--- config.mk ---
export PLATFORM = sky130hd
export DESIGN_NAME = rpm_ref_input_monitor
export DESIGN_NICKNAME = d
export VERILOG_FILES = /design/src/rtl/rpm_pkg.sv /design/src/rtl/rpm_leaky_bucket.sv /design/src/rtl/rpm_ref_input_monitor.sv
export VERILOG_INCLUDE_DIRS = /design/src /design/src/rtl
export SDC_FILE = /design/constraint.sdc
export NUM_CORES = 2
export LEC_CHECK = 0
export BUFFER_PORTS_ARGS = -buffer_cell sky130_fd_sc_hd__buf_2
export CORE_AREA = 2 2 615 617
export DETAILED_ROUTE_END_ITERATION = 8
export DIE_AREA = 0 0 617 619
export GPL_ROUTABILITY_DRIVEN = 0
export GPL_TIMING_DRIVEN = 0
export HOLD_SLACK_MARGIN = 0.08
export MAX_ROUTING_LAYER = met4
export PLACE_DENSITY_LB_ADDON = 0.08
export SLEW_MARGIN = 5
export SYNTH_ARGS = -nofsm -noshare
export SYNTH_HDL_FRONTEND = slang
export SYNTH_SLANG_ARGS = --single-unit
export TNS_END_PERCENT = 10
--- constraint.sdc ---
create_clock -name mclk -period 5.8 [get_ports mclk]
set_clock_uncertainty 0.05 [all_clocks]
set_input_delay 0.58 -clock mclk [delete_from_list [all_inputs] [get_ports mclk]]
set_output_delay 0.58 -clock mclk [all_outputs]
set_load 0.05 [all_outputs]
--- src/rtl/rpm_params.svh ---
// constants for the reference-input predivide and monitor block
`ifndef RPM_PARAMS_SVH
`define RPM_PARAMS_SVH

`define RPM_NUM_IN          14
`define RPM_NUM_CMP         2
`define RPM_NUM_DPLL        3
`define RPM_CLK_NS          10
`define RPM_LOS_TIME_US     1000
`define RPM_LOS_CYCLES      ((`RPM_LOS_TIME_US * 1000) / `RPM_CLK_NS)
`define RPM_EVAL_TIME_MS    128
`define RPM_EVAL_CYCLES     ((`RPM_EVAL_TIME_MS * 1000000) / `RPM_CLK_NS)
`define RPM_DRIFT_PPM       500
`define RPM_FREQ_8K         4'h0
`define RPM_FREQ_T1E1       4'h1
`define RPM_FREQ_6M48       4'h2
`define RPM_FREQ_2K         4'h9
`define RPM_FREQ_4K         4'ha
`define RPM_FREQ_PPS        4'hb
`define RPM_FREQ_6M25       4'hc
`define RPM_HF_BYPASS       2'h0
`define RPM_HF_DIV4         2'h1
`define RPM_HF_DIV5         2'h2
`define RPM_HF_FIRST        2
`define RPM_HF_LAST         7
`define RPM_DECAY0          8'h01
`define RPM_DECAY1          8'h02
`define RPM_DECAY2          8'h04
`define RPM_DECAY3          8'h08

`endif

--- src/rtl/rpm_pkg.sv ---
// types for the reference-input predivide and monitor block
package rpm_pkg;
    typedef logic [3:0]  rpm_code_t;
    typedef logic [14:0] rpm_integer_divider_t;
    typedef logic [15:0] rpm_frac_t;
    typedef enum logic [1:0] {
        RPM_WR_IDLE = 2'b00,
        RPM_WR_LOW  = 2'b01
    } rpm_integer_divider_wr_e;
endpackage

--- src/rtl/rpm_leaky_bucket.sv ---
// leaky-bucket activity accumulator for one reference input
`timescale 1ns/1ps
`default_nettype none
`include "rpm_params.svh"
module rpm_leaky_bucket
    import rpm_pkg::*;
(
    // clock and reset
    input  wire logic       mclk,
    input  wire logic       rst_n,
    // evaluation tick and event
    input  wire logic       evalTick,
    input  wire logic       driftEvent,
    // selected configuration
    input  wire logic [7:0] bucketSize,
    input  wire logic [7:0] upperThr,
    input  wire logic [7:0] lowerThr,
    input  wire logic [1:0] decayCode,
    // status
    output logic      [7:0] level,
    output logic            inactiveAlarm
);
    logic [7:0] level_q;
    logic [7:0] decayCnt_q;
    logic [7:0] decayLen;
    logic       alarm_q;

    always_comb begin
        case (decayCode)
            2'h0:    decayLen = `RPM_DECAY0;
            2'h1:    decayLen = `RPM_DECAY1;
            2'h2:    decayLen = `RPM_DECAY2;
            default: decayLen = `RPM_DECAY3;
        endcase
    end

    always_ff @(posedge mclk) begin
        if (!rst_n) begin
            level_q    <= 8'h00;
            decayCnt_q <= 8'h00;
        end else if (evalTick) begin
            if (driftEvent) begin
                decayCnt_q <= 8'h00;
                // stop counting at the bucket size
                if (level_q < bucketSize) begin
                    level_q <= level_q + 8'h01;
                end
            end else if (decayCnt_q + 8'h01 >= decayLen) begin
                decayCnt_q <= 8'h00;
                if (level_q != 8'h00) begin
                    level_q <= level_q - 8'h01;
                end
            end else begin
                decayCnt_q <= decayCnt_q + 8'h01;
            end
        end
    end

    // hysteresis between the two thresholds
    always_ff @(posedge mclk) begin
        if (!rst_n) begin
            alarm_q <= 1'b0;
        end else if (level_q > upperThr) begin
            alarm_q <= 1'b1;
        end else if (level_q < lowerThr) begin
            alarm_q <= 1'b0;
        end
    end

    assign level         = level_q;
    assign inactiveAlarm = alarm_q;
endmodule
`default_nettype wire

--- src/rtl/rpm_ref_input_monitor.sv ---
// reference-input predivide configuration, composite handling and quality monitor
// Summary of operation
// - composite inputs carry 64k+8k, optional 0.4k; select bit must match
// - flag composite violations; interrupt only when that violation mask bit set
// - each input has a 4-bit sync-source select choosing its frame pulse pin
// - composite inputs: required frequency forced 8 kHz, predivider bypassed
// - required-frequency code map; other codes reserved
// - inputs 3-8 high-frequency divider: divide 4, 5 or bypass
// - integer divider bypassed unless direct-divide or lock-to-8k bit set
// - integer divider divides by factor plus one
// - fractional divider uses 16-bit numerator over 16-bit denominator
// - loss monitoring on composites only; activity on all; qualified to three DPLLs
// - loss declared after 1 ms low amplitude, cleared on recovery
// - composite loss status bit, interrupt, and disqualification
// - per-input bucket every 128 ms: up on event, down per decay period
// - event is drift beyond 500 ppm within a 128 ms period
// - four bucket configurations, each input selects one by 2-bit field
// - accumulator saturates at bucket size
// - alarm above upper threshold, cleared below lower threshold
// - config: 8-bit size, upper, lower thresholds and 2-bit decay code
// - per-input inactive alarm bit disqualifies the input
// - severe frequency alarm disqualifies; soft alarm does not
`timescale 1ns/1ps
`default_nettype none
`include "rpm_params.svh"
module rpm_ref_input_monitor
    import rpm_pkg::*;
#(
    parameter int unsigned LOS_CYCLES  = `RPM_LOS_CYCLES,
    parameter int unsigned EVAL_CYCLES = `RPM_EVAL_CYCLES
) (
    // clock and reset
    input  wire logic        mclk,
    input  wire logic        rst_n,
    // composite input front end
    input  wire logic [1:0]  compositeLowTone,
    input  wire logic        composite_low_tone_select,
    input  wire logic [1:0]  compositeStructOk,
    input  wire logic [1:0]  ampLow,
    input  wire logic [1:0]  ampRecovered,
    input  wire logic [1:0]  violationMask,
    input  wire logic [1:0]  lossMask,
    // per-input configuration, flattened by input index
    input  wire logic [55:0] input_loss_sync_config,
    input  wire logic [55:0] reqFreqCode,
    input  wire logic [27:0] syncFreq,
    input  wire logic [27:0] high_freq_divide_select,
    input  wire logic [13:0] directDivide,
    input  wire logic [13:0] lock_to_eight_khz,
    input  wire logic [13:0] lineStandardSdh,
    input  wire logic [7:0]  divnWrData,
    input  wire logic [13:0] divnWrLow,
    input  wire logic [13:0] divnWrHigh,
    input  wire logic [223:0] fracNumerator,
    input  wire logic [223:0] fracDenominator,
    // leaky-bucket configurations
    input  wire logic [27:0] bucketSelect,
    input  wire logic [31:0] bucketSizeCfg,
    input  wire logic [31:0] upperThrCfg,
    input  wire logic [31:0] lowerThrCfg,
    input  wire logic [7:0]  decayRateCfg,
    // frequency measurement and alarms
    input  wire logic [223:0] driftPpm,
    input  wire logic [13:0] input_freq_severe_alarm,
    input  wire logic [13:0] freqSoftAlarm,
    // status and results
    output logic             composite1_violation_flag,
    output logic             composite2_violation_flag,
    output logic             composite1_signal_loss,
    output logic             composite2_signal_loss,
    output logic             intReq,
    output logic [13:0]      input_inactive_alarm,
    output logic [13:0]      inputQualified,
    output logic [41:0]      dpllQualified,
    output logic [55:0]      effFreqCode,
    output logic [13:0]      reservedCode,
    output logic [13:0]      hfBypassed,
    output logic [13:0]      divnBypassed,
    output logic [209:0]     integer_division_factor,
    output logic [13:0]      fracValid,
    output logic [55:0]      syncSource,
    output logic [27:0]      hfRatio
);
    logic [1:0]  viol_q;
    logic [1:0]  loss_q;
    logic [1:0]  lossAct;
    logic [19:0] lowCnt_q [2];
    logic        intReq_q;
    logic [31:0] evalCnt_q;
    logic        evalTick_q;
    logic [13:0] alarm;
    logic [13:0] qual_q;
    logic [41:0] dpllQual_q;
    logic [55:0] freq_q;
    logic [13:0] resv_q;
    logic [13:0] hfByp_q;
    logic [13:0] divnByp_q;
    logic [14:0] integer_divider_q [14];
    logic [7:0]  divnLow_q [14];
    rpm_integer_divider_wr_e wrState_q [14];
    logic [13:0] frac_q;
    logic [55:0] sync_q;
    logic [27:0] hf_q;
    logic [13:0] lowToneMismatch;

    localparam logic [19:0] LosLast  = 20'(LOS_CYCLES - 1);
    localparam logic [31:0] EvalLast = 32'(EVAL_CYCLES - 1);

    // composite front end
    always_comb begin
        for (int c = 0; c < `RPM_NUM_CMP; c++) begin
            // a low tone present/absent against the select bit is a structure break
            lowToneMismatch[c] = compositeLowTone[c] ^ composite_low_tone_select;
            lossAct[c]         = loss_q[c];
        end
        lowToneMismatch[13:2] = 12'h000;
    end

    genvar gc;
    generate
        for (gc = 0; gc < `RPM_NUM_CMP; gc++) begin : g_cmp
            // violation flag is sticky while its mask bit is set so a short break is not missed
            always_ff @(posedge mclk) begin
                if (!rst_n) begin
                    viol_q[gc] <= 1'b0;
                end else if (!compositeStructOk[gc] || lowToneMismatch[gc]) begin
                    viol_q[gc] <= 1'b1;
                end else if (!violationMask[gc]) begin
                    viol_q[gc] <= 1'b0;
                end
            end

            always_ff @(posedge mclk) begin
                if (!rst_n) begin
                    lowCnt_q[gc] <= 20'h00000;
                    loss_q[gc]   <= 1'b0;
                end else if (ampRecovered[gc]) begin
                    lowCnt_q[gc] <= 20'h00000;
                    loss_q[gc]   <= 1'b0;
                end else if (ampLow[gc]) begin
                    if (lowCnt_q[gc] >= LosLast) begin
                        loss_q[gc] <= 1'b1;
                    end else begin
                        lowCnt_q[gc] <= lowCnt_q[gc] + 20'h00001;
                    end
                end else begin
                    lowCnt_q[gc] <= 20'h00000;
                end
            end
        end
    endgenerate

    always_ff @(posedge mclk) begin
        if (!rst_n) begin
            intReq_q <= 1'b0;
        end else begin
            intReq_q <= |(viol_q & violationMask) | |(loss_q & lossMask);
        end
    end

    // common 128 ms evaluation tick
    always_ff @(posedge mclk) begin
        if (!rst_n) begin
            evalCnt_q  <= 32'h00000000;
            evalTick_q <= 1'b0;
        end else if (evalCnt_q >= EvalLast) begin
            evalCnt_q  <= 32'h00000000;
            evalTick_q <= 1'b1;
        end else begin
            evalCnt_q  <= evalCnt_q + 32'h00000001;
            evalTick_q <= 1'b0;
        end
    end

    genvar gi;
    generate
        for (gi = 0; gi < `RPM_NUM_IN; gi++) begin : g_in
            logic [1:0] sel;
            logic       drift;
            logic [3:0] code;
            assign sel   = bucketSelect[2*gi +: 2];
            // the monitor reports |drift| in ppm over the last period
            assign drift = driftPpm[16*gi +: 16] > 16'(`RPM_DRIFT_PPM);
            assign code  = reqFreqCode[4*gi +: 4];

            rpm_leaky_bucket u_bucket (
                .mclk          (mclk),
                .rst_n         (rst_n),
                .evalTick      (evalTick_q),
                .driftEvent    (drift),
                .bucketSize    (bucketSizeCfg[8*sel +: 8]),
                .upperThr      (upperThrCfg[8*sel +: 8]),
                .lowerThr      (lowerThrCfg[8*sel +: 8]),
                .decayCode     (decayRateCfg[2*sel +: 2]),
                .level         (),
                .inactiveAlarm (alarm[gi])
            );

            // qualification: soft alarm deliberately ignored
            always_ff @(posedge mclk) begin
                if (!rst_n) begin
                    qual_q[gi] <= 1'b0;
                    dpllQual_q[3*gi +: 3] <= 3'h0;
                end else begin
                    qual_q[gi] <= !alarm[gi] && !input_freq_severe_alarm[gi]
                        && !((gi < `RPM_NUM_CMP) && lossAct[gi & 1]);
                    dpllQual_q[3*gi +: 3] <= {3{qual_q[gi]}};
                end
            end

            // required frequency and divider path decode
            always_ff @(posedge mclk) begin
                if (!rst_n) begin
                    freq_q[4*gi +: 4] <= `RPM_FREQ_8K;
                    resv_q[gi]        <= 1'b0;
                    hfByp_q[gi]       <= 1'b1;
                    hf_q[2*gi +: 2]   <= 2'h0;
                    divnByp_q[gi]     <= 1'b1;
                    sync_q[4*gi +: 4] <= 4'h0;
                    frac_q[gi]        <= 1'b0;
                end else begin
                    sync_q[4*gi +: 4] <= input_loss_sync_config[4*gi +: 4];
                    frac_q[gi] <= fracDenominator[16*gi +: 16] != 16'h0000;
                    if (gi < `RPM_NUM_CMP) begin
                        freq_q[4*gi +: 4] <= `RPM_FREQ_8K;
                        resv_q[gi]        <= 1'b0;
                        hfByp_q[gi]       <= 1'b1;
                        hf_q[2*gi +: 2]   <= 2'h0;
                        divnByp_q[gi]     <= 1'b1;
                    end else begin
                        freq_q[4*gi +: 4] <= code;
                        case (code)
                            `RPM_FREQ_8K, `RPM_FREQ_T1E1, `RPM_FREQ_6M48, `RPM_FREQ_2K,
                            `RPM_FREQ_4K, `RPM_FREQ_PPS, `RPM_FREQ_6M25: resv_q[gi] <= 1'b0;
                            default: resv_q[gi] <= 1'b1;
                        endcase
                        if (gi >= `RPM_HF_FIRST && gi <= `RPM_HF_LAST) begin
                            case (high_freq_divide_select[2*gi +: 2])
                                `RPM_HF_DIV4: begin
                                    hfByp_q[gi]     <= 1'b0;
                                    hf_q[2*gi +: 2] <= 2'h1;
                                end
                                `RPM_HF_DIV5: begin
                                    hfByp_q[gi]     <= 1'b0;
                                    hf_q[2*gi +: 2] <= 2'h2;
                                end
                                default: begin
                                    hfByp_q[gi]     <= 1'b1;
                                    hf_q[2*gi +: 2] <= 2'h0;
                                end
                            endcase
                        end else begin
                            hfByp_q[gi]     <= 1'b1;
                            hf_q[2*gi +: 2] <= 2'h0;
                        end
                        // both bits clear means the integer stage is skipped
                        divnByp_q[gi] <= !(directDivide[gi] || lock_to_eight_khz[gi]);
                    end
                end
            end

            // two-step factor load; upper write commits the whole word after a low write, else only the upper bits
            always_ff @(posedge mclk) begin
                if (!rst_n) begin
                    integer_divider_q[gi]    <= 15'h0000;
                    divnLow_q[gi] <= 8'h00;
                    wrState_q[gi] <= RPM_WR_IDLE;
                end else if (divnWrLow[gi]) begin
                    divnLow_q[gi] <= divnWrData;
                    wrState_q[gi] <= RPM_WR_LOW;
                end else if (divnWrHigh[gi]) begin
                    case (wrState_q[gi])
                        RPM_WR_LOW: integer_divider_q[gi] <= {divnWrData[6:0], divnLow_q[gi]};
                        default:    integer_divider_q[gi] <= {divnWrData[6:0], integer_divider_q[gi][7:0]};
                    endcase
                    wrState_q[gi] <= RPM_WR_IDLE;
                end
            end
            // the divider counts factor+1 input edges per output
            assign integer_division_factor[15*gi +: 15] = integer_divider_q[gi];
        end
    endgenerate

    assign composite1_violation_flag = viol_q[0];
    assign composite2_violation_flag = viol_q[1];
    assign composite1_signal_loss    = loss_q[0];
    assign composite2_signal_loss    = loss_q[1];
    assign intReq                    = intReq_q;
    assign inputQualified            = qual_q;
    assign dpllQualified             = dpllQual_q;
    assign effFreqCode               = freq_q;
    assign reservedCode              = resv_q;
    assign hfBypassed                = hfByp_q;
    assign divnBypassed              = divnByp_q;
    assign fracValid                 = frac_q;
    assign syncSource                = sync_q;
    assign hfRatio                   = hf_q;

    // alarms registered in the bucket module
    assign input_inactive_alarm = alarm;
endmodule
`default_nettype wire

==> out/metrics.csv <==
stage;metric;value;unit
cts;CTS tree;built;
placed_design;hpwl dp;246700;um
cts;CTS max path bufs;4;
sta;Setup Total Neg Slack;0;ns
layout;fillers;41130;
sta;final hold slack;0.1928;ns
routing;via count;49900;
run_status;failing checks;max-capacitance violations, max-slew violations;
synthesis;asr flop ratio synth;0;%
cts;H-tree depth;3;
global_routing;initial antenna violation count;76;
sta;endpoints failing setup;0;
layout;fin area;74730;um2
cts;# clock sinks;840;
min_path;cell depth of the worst hold path;3;
worst_setup_path;Worst path most repeated cell;clkbuf_1;
cts;CTS Hold Bufs;227;
sta;min Tclk post-route;4.355;ns
worst_setup_path;Critical-path top delay cell;nor4b_1;
cts;Clock Latency Late Sink;0.89;ns
worst_setup_path;critical path class;in2reg;
synthesis;synthesized area;55640;um2
placed_design;DP Area;68450;um2
routing;post-DR vias/cell;4.145;
power;PwrDens;242.5;nW/um2
power;VDD IR-drop max;0.0002397;V
global_routing;first-pass GRT wire length;425500;um
synthesis;number of flops mapped to enable cells by yosys;375;
global_routing;largest net degree at the start of global routing;20;
sta;Fmax;229.6;MHz
routing;iteration count of the initial detailed-routing pass;9;
die;Rows;225;
routing;Iter 0 DRT Violations;3561;
sta;final period utilization;75.09;%
sta;relative slew slack;-7.777;%
synthesis;Cells after Synth;5294;
die;DIE AREA;381900;um2
synthesis;Seq/Total Area, Yosys;36.97;%
synthesis;Synth area leaders;edfxtp_1 (20%), dfxtp_1 (17%), mux4_2 (15%);
die;io pins;1574;
routing;WL/cell;26.45;um
routing;drt total wl;318400;um
cts;Clk pin slew, worst setup/hold paths;0.05;ns
synthesis;Synth top area share;20.24;%
synthesis;synth unique cells;89;
synthesis;Seq cells post-synth;840;
worst_setup_path;CP Cell Sequence;clkbuf_1, clkbuf_1, mux4_2, inv_1, ha_1, a21oi_1, nor2b_1, nor4b_1, and3_1, clkbuf_1, nor2_1, o31ai_1;
power;Leak;0.03239;uW
sta;Final Hold Fails;0;
min_path;hold crit path type;in2reg;
worst_setup_path;Setup crit end kind;flip-flop;
run_status;status;finished, violations left;
sta;RSZ-0062 raised after global routing;false;
cts;# Post-CTS Setup Buffers;0;
die;die span in y;619;um
die;Core Area;374700;um2
sta;Worst Max-Slew Pin Slew;1.617;ns
worst_setup_path;CP Launch Type;input pin;
global_routing;Total Routing Usage GR;16.53;%
cts;number of buffers created by CTS;122;
placed_design;PortBufs;1201;
cts;clock root buffer;clkbuf_16;
synthesis;Synth Area per Inst;10.51;um2
layout;Nets;8496;
worst_setup_path;Critical Path Fanout Max;10;
worst_setup_path;crit path DAT;5.04;ns
die;Die Wd;617;um
synthesis;Top FF cell, synth;dfxtp_1;
global_routing;vias in the first global route;49790;
layout;share of layout cells above drive strength 1;27.93;%
worst_setup_path;Reg2Reg Depth;5;
synthesis;count leader, synth;ha_1;
worst_setup_path;CP max stage delay;0.85;ns
synthesis;area leader, netlist;edfxtp_1;
run;max-cap viol count;2;
cts;post-cts sizing count;0;
die;Starting Density;14.85;%
routing;DRC violation count after routing;0;
synthesis;most instantiated cells after synthesis;ha_1 (477), dfxtp_1 (465), and2_1 (416);
layout;Area growth, synth to finish;34.30;%
global_routing;GR Overflow Total;0;
routing;ANT nets after route;0;
sta;max-slew violations;22;
worst_setup_path;CP required;6.48;ns
synthesis;synth warn;0;
[cell type report]
| type | instances | area, um2 | share of cell area [%] |
|---|---|---|---|
| clock buffer | 183 | 3593 | 4.809 |
| sequential | 840 | 20570 | 27.53 |
| timing repair buffer | 1446 | 8588 | 11.49 |
| multi-input combinational | 3705 | 31870 | 42.65 |
| antenna | 34 | 85.08 | 0.1139 |
| clock inverter | 39 | 325.3 | 0.4353 |
| buffer | 399 | 1949 | 2.609 |
| inverter | 398 | 1494 | 1.999 |
| tap | 4994 | 6248 | 8.362 |
[flip-flops by register name, indices dropped and copies added (netlist names), 6 cells and up]
register	cells
integer_divider_q	210
divnLow_q	112
g_in.u_bucket.decayCnt_q	112
g_in.u_bucket.level	112
syncSource	56
effFreqCode	48
lowCnt_q	40
evalCnt_q	32
dpllQualified	14
fracValid	14
g_in.u_bucket.inactiveAlarm	14
inputQualified	14
wrState_q	14
divnBypassed	12
hfRatio	12
reservedCode	12
hfBypassed	6
[report_power, final]
part / switching (uW) / internal, uW
Clock: 3160 / 4380
Sequential: 169 / 6470
Combinational: 2610 / 1340
[cell usage in the layout (no fill, tap or decap), types with 123 or more instances in the layout]
cell | synthesis | layout
nand2_1 | 244 | 244
edfxtp_1 | 375 | 375
dlygate4sd3_1 | 0 | 227
inv_1 | 397 | 397
buf_2 | 47 | 1249
and3_1 | 180 | 180
and2_1 | 416 | 416
clkbuf_16 | 0 | 123
nor2_1 | 176 | 176
nand3_1 | 188 | 188
clkbuf_1 | 257 | 258
dfxtp_1 | 465 | 465
ha_1 | 477 | 477
nor4_1 | 123 | 123
mux4_2 | 364 | 364
a21oi_1 | 211 | 211
o21ai_0 | 188 | 180
[worst max-delay path, delay by kind of cell]
family | cells | cell delay, ns
AND/OR/NAND/NOR | 4 | 1.31
buffers and inverters | 4 | 2.01
multiplexers | 1 | 0.46
adder cells (fa/ha/maj) | 1 | 0.27
AO/OA/AOI/OAI | 2 | 0.37
[layer usage]
metal	share of wire, %	vias up	GRT usage (%)
met5	0	-	-
met2	47	1826	26.99
met1	44	24900	20.65
met4	3.2	0	4.875
li1	-	22760	-
met3	6.0	411	3.133
[per-stage QoR]
stage | util (%) | cells | total power (uW) | setup slack (ns)
floorplan | - | 5342 | 8894 | 2.563
global placement | 18.17 | 11540 | 10580 | -0.5157
detailed placement | 18.27 | 11560 | 10600 | 0.6519
CTS | 19.92 | 12000 | 18490 | 1.362
global route | 19.93 | 12020 | 18910 | 1.414
finish | 19.94 | 12040 | 18120 | 1.445
[cells by family (layout without fill, tap and decap cells)]
kind of cell    count (synthesis)  after routing  synth area share, %
xor+xnor                      146            146                2.298
mux                           451            451                16.30
flops                         840            840                36.97
other cells                     2             84              0.01350
buf+inv                       797           2465                6.119
simple gates                 1779           1779                17.79
compound gates                788            788                9.280
fa+ha+maj                     491            491                11.23
[final timing paths]
kind	startpoint	to	slack, ns
worst min-delay path	divnWrHigh[0]	wrState_q[0][0]	0.19
worst max-delay path	bucketSelect[17]	g_in[8].u_bucket.level[6]	1.44
worst min register to register	inputQualified[6]	dpllQualified[18]	0.41
worst max register to register	evalTick_q	g_in[7].u_bucket.decayCnt_q[7]	1.70
Note: power is estimated with default switching activity, not from simulation.
